### src/core/ecs_pkg.sv
package ecs_pkg;
    // ----------------------------------------
    // Register offsets
    // ----------------------------------------
    localparam logic [7:0] ADDR_CNT  = 8'h88;
    localparam logic [7:0] ADDR_CTL  = 8'h89;
    localparam logic [7:0] ADDR_LCRC = 8'h8a;
    localparam logic [7:0] ADDR_UNLK = 8'hea;  // Unlock key register offset
    localparam logic [7:0] UNLK_CODE = 8'h5a;  // Unlock key value

    // ----------------------------------------
    // Control register fields
    // ----------------------------------------
    localparam int BIT_COPY  = 6;
    localparam int BIT_CRCE  = 5;
    localparam int BIT_ACRC  = 4;
    localparam int BIT_LOAD  = 3;
    localparam int BIT_BUSY  = 2;
    localparam int BIT_PROG  = 0;
    localparam logic RST_ACRC = 1'b1;
    localparam logic [7:0] RST_CNT  = 8'h00;
    localparam logic [7:0] RST_LCRC = 8'h00;
    localparam logic [7:0] CNT_MAX  = 8'hff;

    // ----------------------------------------
    // Timing
    // ----------------------------------------
    localparam int CLK_MHZ      = 200;
    localparam int PROG_TIME_MS = 230;
    localparam int PROG_CYC     = PROG_TIME_MS * 1000 * CLK_MHZ;
    localparam int PAGE_W       = 2;

    // ----------------------------------------
    // Carriers
    // ----------------------------------------
    typedef struct packed {
        logic       wr;
        logic       rd;
        logic [7:0] addr;
        logic [7:0] wdata;
    } ecs_acc_s;

    typedef struct packed {
        logic              load;
        logic              copy;
        logic              prog;
        logic              auto_crc;
        logic [PAGE_W-1:0] page;
        logic [7:0]        count;
    } ecs_req_s;

    typedef struct packed {
        logic       load_done;
        logic       copy_done;
        logic       crc_err;
        logic [7:0] crc;
        logic [7:0] count;
    } ecs_rsp_s;

    typedef enum logic [3:0] {
        ST_IDLE = 4'b0001,
        ST_LOAD = 4'b0010,
        ST_COPY = 4'b0100,
        ST_PROG = 4'b1000
    } ecs_state_e;
endpackage

### src/core/ecs_nvm_ctrl.sv
`timescale 1ns/100ps
`default_nettype none
module ecs_nvm_ctrl #(
    parameter int PROG_CYCLES = ecs_pkg::PROG_CYC
) (
    input  wire logic                      clk,
    input  wire logic                      rst,
    input  wire ecs_pkg::ecs_acc_s         acc,
    output logic [7:0]                     rd_data,
    output logic                           rd_valid,
    input  wire logic [ecs_pkg::PAGE_W-1:0] sram_page_select,
    input  wire logic                      aon_clk_active,
    input  wire ecs_pkg::ecs_rsp_s         rsp,
    output ecs_pkg::ecs_req_s              req
);
    import ecs_pkg::*;

    // ----------------------------------------
    // Declarations
    // ----------------------------------------
    ecs_state_e        state_q, state_d;
    logic [1:0]        aon_sync_q;
    logic              load_pend_q, copy_pend_q, unlock_q, acrc_q, crc_err_q;
    logic [7:0]        cnt_q, lcrc_q, rd_data_q;
    logic              rd_valid_q;
    logic [31:0]       tmr_q;
    ecs_req_s          req_q;

    // ----------------------------------------
    // Decode
    // ----------------------------------------
    wire        aon_ok     = aon_sync_q[1];
    wire        wr_ctl     = acc.wr && (acc.addr == ADDR_CTL);
    wire        wr_unlk    = acc.wr && (acc.addr == ADDR_UNLK);
    wire        is_idle    = (state_q == ST_IDLE);
    wire        is_load    = (state_q == ST_LOAD);
    wire        is_prog    = (state_q == ST_PROG);
    wire        prog_go    = wr_ctl && acc.wdata[BIT_PROG] && unlock_q && is_idle;
    wire        tmr_end    = is_prog && (tmr_q == 32'(PROG_CYCLES - 1));
    wire        start_load = is_idle && load_pend_q && aon_ok && !prog_go;
    wire        start_copy = is_idle && copy_pend_q && !load_pend_q && !prog_go;
    wire [7:0]  cnt_inc    = (cnt_q == CNT_MAX) ? cnt_q : cnt_q + 8'h01;
    wire [7:0]  ctl_rd     = {1'b0, copy_pend_q, crc_err_q, acrc_q, load_pend_q,
                              is_prog, 2'b00};
    wire [7:0]  rd_mux     = (acc.addr == ADDR_CNT)  ? cnt_q  :
                             (acc.addr == ADDR_CTL)  ? ctl_rd :
                             (acc.addr == ADDR_LCRC) ? lcrc_q : 8'h00;

    assign rd_data  = rd_data_q;
    assign rd_valid = rd_valid_q;
    assign req      = req_q;

    // ----------------------------------------
    // Always-on clock status synchroniser
    // ----------------------------------------
    always_ff @(posedge clk or posedge rst) begin
        if (rst) begin
            aon_sync_q <= 2'b00;
        end else begin
            aon_sync_q <= {aon_sync_q[0], aon_clk_active};
        end
    end

    // ----------------------------------------
    // Operation sequencer
    // ----------------------------------------
    always_comb begin
        state_d = state_q;
        case (state_q)
            ST_IDLE: begin
                if (prog_go) begin
                    state_d = ST_PROG;
                end else if (start_load) begin
                    state_d = ST_LOAD;
                end else if (start_copy) begin
                    state_d = ST_COPY;
                end
            end
            ST_LOAD: begin
                if (rsp.load_done) begin
                    state_d = ST_IDLE;
                end
            end
            ST_COPY: begin
                if (rsp.copy_done) begin
                    state_d = ST_IDLE;
                end
            end
            ST_PROG: begin
                if (tmr_end) begin
                    state_d = ST_IDLE;
                end
            end
            default: state_d = ST_IDLE;
        endcase
    end

    always_ff @(posedge clk or posedge rst) begin
        if (rst) begin
            state_q <= ST_IDLE;
        end else begin
            state_q <= state_d;
        end
    end

    // Program cycle timer
    always_ff @(posedge clk or posedge rst) begin
        if (rst) begin
            tmr_q <= 32'h0;
        end else begin
            tmr_q <= is_prog ? tmr_q + 32'h1 : 32'h0;
        end
    end

    // ----------------------------------------
    // Request flags; set beats clear
    // ----------------------------------------
    always_ff @(posedge clk or posedge rst) begin
        if (rst) begin
            load_pend_q <= 1'b1;
            copy_pend_q <= 1'b0;
        end else begin
            if (wr_ctl && acc.wdata[BIT_LOAD] && !is_prog) begin
                load_pend_q <= 1'b1;
            end else if (is_load && rsp.load_done) begin
                load_pend_q <= 1'b0;
            end
            if (wr_ctl && acc.wdata[BIT_COPY] && !is_prog) begin
                copy_pend_q <= 1'b1;
            end else if (state_q == ST_COPY && rsp.copy_done) begin
                copy_pend_q <= 1'b0;
            end
        end
    end

    // Unlock arming: the key write arms it, any other access disarms it
    always_ff @(posedge clk or posedge rst) begin
        if (rst) begin
            unlock_q <= 1'b0;
        end else if (acc.wr || acc.rd) begin
            unlock_q <= wr_unlk && (acc.wdata == UNLK_CODE);
        end
    end

    // Auto CRC enable, software owned
    always_ff @(posedge clk or posedge rst) begin
        if (rst) begin
            acrc_q <= RST_ACRC;
        end else if (wr_ctl) begin
            acrc_q <= acc.wdata[BIT_ACRC];
        end
    end

    // ----------------------------------------
    // Count, live CRC and CRC error
    // ----------------------------------------
    always_ff @(posedge clk or posedge rst) begin
        if (rst) begin
            cnt_q     <= RST_CNT;
            lcrc_q    <= RST_LCRC;
            crc_err_q <= 1'b0;
        end else if (is_load && rsp.load_done) begin
            cnt_q     <= rsp.count;
            lcrc_q    <= rsp.crc;
            crc_err_q <= rsp.crc_err;
        end else if (tmr_end) begin
            cnt_q     <= cnt_inc;
        end
    end

    // ----------------------------------------
    // Memory request pulses, plus auto CRC, page and count levels
    // ----------------------------------------
    always_ff @(posedge clk or posedge rst) begin
        if (rst) begin
            req_q <= '0;
        end else begin
            req_q.load     <= start_load;
            req_q.copy     <= start_copy;
            req_q.prog     <= prog_go;
            req_q.auto_crc <= acrc_q;
            req_q.page     <= sram_page_select;
            req_q.count    <= tmr_end ? cnt_inc : cnt_q;
        end
    end

    // ----------------------------------------
    // Register read port
    // ----------------------------------------
    always_ff @(posedge clk or posedge rst) begin
        if (rst) begin
            rd_data_q  <= 8'h00;
            rd_valid_q <= 1'b0;
        end else begin
            rd_valid_q <= acc.rd && !is_load;
            rd_data_q  <= (acc.rd && !is_load) ? rd_mux : 8'h00;
        end
    end

    // ----------------------------------------
    // Checks
    // ----------------------------------------
    property p_busy_hold;
        @(posedge clk) disable iff (rst)
        $rose(is_prog) |-> is_prog[*8];
    endproperty
    a_busy_hold: assert property (p_busy_hold) else $error("busy dropped early");

    property p_sat;
        @(posedge clk) disable iff (rst)
        (tmr_end && cnt_q == CNT_MAX) |=> (cnt_q == CNT_MAX);
    endproperty
    a_sat: assert property (p_sat) else $error("count passed saturation");

    property p_inc;
        @(posedge clk) disable iff (rst)
        (tmr_end && cnt_q != CNT_MAX) |=> (cnt_q == $past(cnt_q) + 8'h01);
    endproperty
    a_inc: assert property (p_inc) else $error("count not incremented");

    property p_locked;
        @(posedge clk) disable iff (rst)
        (is_idle && wr_ctl && acc.wdata[BIT_PROG] && !unlock_q) |=> !is_prog;
    endproperty
    a_locked: assert property (p_locked) else $error("program without unlock");

    property p_go;
        @(posedge clk) disable iff (rst)
        prog_go |=> is_prog && req_q.prog ##1 !req_q.prog;
    endproperty
    a_go: assert property (p_go) else $error("program did not start");

    property p_load_clr;
        @(posedge clk) disable iff (rst)
        (is_load && rsp.load_done && !(wr_ctl && acc.wdata[BIT_LOAD])) |=> !load_pend_q && (lcrc_q == $past(rsp.crc));
    endproperty
    a_load_clr: assert property (p_load_clr) else $error("load result wrong");

    property p_crc_err;
        @(posedge clk) disable iff (rst)
        (is_load && rsp.load_done) |=> (crc_err_q == $past(rsp.crc_err));
    endproperty
    a_crc_err: assert property (p_crc_err) else $error("crc flag wrong");

    property p_rd_block;
        @(posedge clk) disable iff (rst)
        (is_load && acc.rd) |=> !rd_valid;
    endproperty
    a_rd_block: assert property (p_rd_block) else $error("read during load");

    property p_aon;
        @(posedge clk) disable iff (rst)
        (is_idle && !aon_ok) |=> !is_load;
    endproperty
    a_aon: assert property (p_aon) else $error("load without clock");

    property p_copy_page;
        @(posedge clk) disable iff (rst)
        start_copy |=> req_q.copy && (req_q.page == $past(sram_page_select));
    endproperty
    a_copy_page: assert property (p_copy_page) else $error("copy page wrong");

    property p_cnt_load;
        @(posedge clk) disable iff (rst)
        (is_load && rsp.load_done) |=> (cnt_q == $past(rsp.count));
    endproperty
    a_cnt_load: assert property (p_cnt_load) else $error("count not reloaded");

    property p_rd_lcrc;
        @(posedge clk) disable iff (rst)
        (acc.rd && !is_load && acc.addr == ADDR_LCRC) |=> (rd_data == $past(lcrc_q));
    endproperty
    a_rd_lcrc: assert property (p_rd_lcrc) else $error("live crc read wrong");

    property p_busy_ignore;
        @(posedge clk) disable iff (rst)
        (is_prog && wr_ctl && !load_pend_q && !copy_pend_q) |=> (!load_pend_q && !copy_pend_q);
    endproperty
    a_busy_ignore: assert property (p_busy_ignore) else $error("request taken while busy");

    property p_unlk_cancel;
        @(posedge clk) disable iff (rst)
        ((acc.wr || acc.rd) && !wr_unlk) |=> !unlock_q;
    endproperty
    a_unlk_cancel: assert property (p_unlk_cancel) else $error("unlock kept after other access");

    c_prog:  cover property (@(posedge clk) disable iff (rst) tmr_end);
    c_load:  cover property (@(posedge clk) disable iff (rst) is_load && rsp.load_done);
    c_copy:  cover property (@(posedge clk) disable iff (rst) start_copy);
    c_crce:  cover property (@(posedge clk) disable iff (rst) is_load && rsp.load_done && rsp.crc_err);
    c_sat:   cover property (@(posedge clk) disable iff (rst) tmr_end && cnt_q == CNT_MAX);
endmodule
`default_nettype wire

### config.mk
export PLATFORM = sky130hd
export DESIGN_NAME = ecs_nvm_ctrl
export DESIGN_NICKNAME = d
export VERILOG_FILES = /design/src/core/ecs_pkg.sv /design/src/core/ecs_nvm_ctrl.sv
export SDC_FILE = /design/constraint.sdc
export NUM_CORES = 1
export LEC_CHECK = 0
export BUFFER_PORTS_ARGS = -buffer_cell sky130_fd_sc_hd__buf_2
export CELL_PAD_IN_SITES_DETAIL_PLACEMENT = 0
export CELL_PAD_IN_SITES_GLOBAL_PLACEMENT = 1
export CORE_MARGIN = 1
export CORE_UTILIZATION = 46
export CTS_CLUSTER_DIAMETER = 40
export DETAILED_ROUTE_END_ITERATION = 8
export PLACE_DENSITY_LB_ADDON = 0.15
export SYNTH_ARGS = -nofsm -noshare
export SYNTH_HDL_FRONTEND = slang
export SYNTH_SLANG_ARGS = --single-unit
### constraint.sdc
create_clock -name clk -period 5.4 [get_ports clk]
set_clock_uncertainty 0.1 [all_clocks]
set_input_delay 0.81 -clock clk [delete_from_list [all_inputs] [get_ports clk]]
set_output_delay 0.81 -clock clk [all_outputs]
set_load 0.01 [all_outputs]
==> qor.tcl <==
set qor(whs_ns) 0.2556
set qor(max_slew.worst_pin.slew_ns) 1.009
set qor(post_synthesis_instance_total) 372
set qor(post_cts_resize_count) 0
set qor(final_layout_size_suffix_gt1_share_pct) 21.40
set qor(clock_tree_from_tritoncts) {built}
set qor(grt_use_total_pct) 21.22
set qor(grt-ovfl-total) 0
set qor(count_of_final_max_slew_check_failures) 0
set qor(yosys_register_bits) 82
set qor(dr.pass1.iters) 4
set qor(finalNetCount) 483
set qor(vias_per_cell) 5.553
set qor(critical_path_peak_fanout) 6
set qor(area_growth_pct) 16.04
set qor(placement.io_buffers) 64
set qor(global_route.usage.met1_pct) 31.43
set qor(async_flop_share_pct) 100.0
set qor(initial_util_pct) 48.12
set qor(cts-buffers-inserted) 9
set qor(insertion_delay_ns) 0.35
set qor(fin_setup_tns_ns) 0
set qor(htreeDepth) 3
set qor(synth_top_flop_cell) {sky130_fd_sc_hd__dfrtp_1}
set qor(groute.layer.met3.usage_pct) 4.680
set qor(timing.rr.start) {tmr_q[7]}
set qor(design.core.area_mm2) 0.007848
set qor(cp.arrival_ns) 2.90
set qor(mostFrequentLayoutCells) {79 x sky130_fd_sc_hd__dfrtp_1, 64 x sky130_fd_sc_hd__buf_2, 52 x sky130_fd_sc_hd__nand2_1}
set qor(grt_max_degree) 83
set qor(endpoint) {cnt_q[1]}
set qor(detailroute.via_count) 3032
set qor(synth_warnings) 0
set qor(grt_antenna_before_repair) 0
set qor(post-route-period-util_pct) 51.11
set qor(run_status) {finished, final reports clean}
set qor(timing_limited_maximum_frequency_ghz) 0.3623
set qor(clk_pin_slew_ns) 0.08
set qor(hold_class) {reg2reg}
set qor(final_hold_viol_count) 0
set qor(synth.cell_area_mm2) 0.003776
set qor(grt_setup_unrepaired) {false}
set qor(first_global_vias) 2907
set qor(minimum_clock_period_after_layout_ns) 2.760
set qor(gp_congestion) 0.8223
set qor(synth.yosys.seq_area_share_pct) 54.44
set qor(power_density_mw_per_mm2) 263.5
set qor(synth_enable_flop_cells) 0
set qor(overall_power_mw) 1.155
set qor(synth.distinct_cells) 48
set qor(setup_violating_endpoint_count_in_the_final_report) 0
set qor(vert_die_dim_um) 92.61
set qor(detail_route.drc_violations) 0
set qor(cts.sink_count) 82
set qor(cap_violations) 0
set qor(std_cell_rows) 32
set qor(use_met2_pct) 30.31
set qor(drt_iter0_markers) 100
set qor(end_kind) {flop}
set qor(postCtsSetupRepairBufs) 0
set qor(timing.slew.headroom_pct) 32.19
set qor(timing.critical_path.from) {tmr_q[7]}
set qor(antenna_cells_inserted) 0
set qor(leakage_power_nw) 1.914
set qor(top_level_ports) 65
set qor(routed_wirelength_um) 8507
set qor(critical_path_required_ns) 5.54
set qor(timing.setup.critical_path_class) {reg2reg}
set qor(worst-r2r-cell-count) 5
set qor(grt_first_pass_wirelength_um) 14030
set qor(mean_instance_size_in_the_synthesized_netlist_um2) 10.15
set qor(cts.root.buffer_cell) {sky130_fd_sc_hd__clkbuf_8}
set qor(drt-wirelength-per-cell_um) 15.58
set qor(vdd_ir_drop_max_mv) 0.1509
set qor(r2r_slack_ns) 2.64
set qor(top_usage_layer) {met1}
set qor(timing.rr.end) {cnt_q[1]}
set qor(fp.dieArea_mm2) 0.008576
set qor(postSynthNetCount) 416
set qor(critPathLaunchType) {flop}
set qor(cts.hold.buffers_added) 0
set qor(ant_nets) 0
set qor(die_span_x_um) 92.61
set qor(final_common_cell) {sky130_fd_sc_hd__dfrtp_1}
set qor(dp_hpwl_um) 5995
set qor(max_buffers_root_to_sink) 2
Yosys cell counts, types with 2 or more instances:
library cell / instances / area (um2)
sky130_fd_sc_hd__and4_1: 8 / 70.07
sky130_fd_sc_hd__a31oi_1: 3 / 18.77
sky130_fd_sc_hd__or3b_2: 2 / 17.52
sky130_fd_sc_hd__nor4_2: 2 / 25.02
sky130_fd_sc_hd__dfstp_2: 3 / 78.83
sky130_fd_sc_hd__a22oi_1: 3 / 22.52
sky130_fd_sc_hd__and4b_1: 2 / 20.02
sky130_fd_sc_hd__nand2b_1: 7 / 43.79
sky130_fd_sc_hd__inv_1: 8 / 30.03
sky130_fd_sc_hd__or4_1: 2 / 15.01
sky130_fd_sc_hd__nor2_1: 45 / 168.9
sky130_fd_sc_hd__clkbuf_1: 9 / 33.78
sky130_fd_sc_hd__xor2_1: 9 / 78.83
sky130_fd_sc_hd__and3_1: 9 / 56.30
sky130_fd_sc_hd__or3_1: 4 / 25.02
sky130_fd_sc_hd__and2_1: 4 / 25.02
sky130_fd_sc_hd__a21oi_1: 5 / 25.02
sky130_fd_sc_hd__mux2_2: 3 / 33.78
sky130_fd_sc_hd__xnor2_1: 19 / 166.4
sky130_fd_sc_hd__nor4b_1: 8 / 70.07
sky130_fd_sc_hd__ha_1: 2 / 25.02
sky130_fd_sc_hd__nand4b_1: 3 / 26.28
sky130_fd_sc_hd__buf_1: 2 / 7.510
sky130_fd_sc_hd__nor3b_1: 2 / 15.01
sky130_fd_sc_hd__nand2_1: 52 / 195.2
sky130_fd_sc_hd__dfrtp_1: 79 / 1977
sky130_fd_sc_hd__nand4_1: 17 / 106.4
sky130_fd_sc_hd__a222oi_1: 5 / 50.05
sky130_fd_sc_hd__nor4_1: 6 / 37.54
sky130_fd_sc_hd__nand3_1: 14 / 70.07
sky130_fd_sc_hd__nor3_1: 10 / 50.05
sky130_fd_sc_hd__a22o_1: 2 / 17.52
sky130_fd_sc_hd__o21ai_0: 8 / 40.04
worst max-delay path, stage by stage, from the launching register on:
cell                      delay (ns)
sky130_fd_sc_hd__dfrtp_1        0.47
sky130_fd_sc_hd__nor4_1         0.56
sky130_fd_sc_hd__nand4_1        0.26
sky130_fd_sc_hd__nor4_2         0.60
sky130_fd_sc_hd__nand2_1        0.26
sky130_fd_sc_hd__a311o_1        0.40
flip-flops by register name, indices dropped and copies added, names as in the netlist:
signal       cells
acrc_q           1
aon_sync_q       2
cnt_q            8
copy_pend_q      1
crc_err_q        1
lcrc_q           8
load_pend_q      1
rd_data          8
rd_valid         1
req             14
state_q          4
tmr_q           32
unlock_q         1
report_power, final:
| part | total [mW] | internal, mW | switching, mW |
|---|---|---|---|
| logic | 0.0940 | 0.0417 | 0.0523 |
| clock network | 0.392 | 0.179 | 0.213 |
| registers | 0.668 | 0.644 | 0.0244 |
| total | 1.15 | 0.865 | 0.290 |
how the worst min path moves through the flow:
| stage | from | to | slack (ns) | depth (start not counted) |
|---|---|---|---|---|
| CTS | aon_sync_q[0] | aon_sync_q[1] | 0.26 | 0 |
| finish | aon_sync_q[0] | aon_sync_q[1] | 0.26 | 0 |
| floorplan | aon_sync_q[0] | aon_sync_q[1] | 0.23 | 0 |
| detailed placement | aon_sync_q[0] | aon_sync_q[1] | 0.24 | 0 |
| global placement | aon_sync_q[0] | aon_sync_q[1] | 0.25 | 0 |
| global route | aon_sync_q[0] | aon_sync_q[1] | 0.27 | 0 |
metal layers:
layer  up-vias  wire length, um
li1       1469                -
met4         0              162
met3        15              320
met5         -                0
met2        56             3824
met1      1492             4199
cells by family (layout without fill, tap and decap cells):
group | Yosys count | count (layout) | share of synthesized area, %
flops | 82 | 82 | 54.44
mux | 4 | 4 | 1.160
xor+xnor | 28 | 28 | 6.494
simple gates | 201 | 201 | 28.56
buf+inv | 20 | 92 | 2.021
compound gates | 35 | 35 | 6.661
fa+ha+maj | 2 | 2 | 0.6626
stage by stage:
stage          area, um2  cells  util (%)  setup WS, ns
4_1_cts             4382    546     55.84         2.691
2_1_floorplan       3776    372         -         2.387
6_report            4382    546     55.84         2.640
5_1_grt             4382    546     55.84         2.435
3_5_place_dp        4209    530     53.64         2.706
3_3_place_gp        4209    530     53.64         2.764
layout make-up:
type                    instances  area, um2
clock buffers                  12      145.1
clock inverters                 4      27.53
fillers                       738       3466
inverters                       8      31.28
multi-input cells             270       1644
flip-flops and latches         82       2056
well taps                     102      127.6
repair buffers                 68      350.3
(Power assumes the default switching activity.)
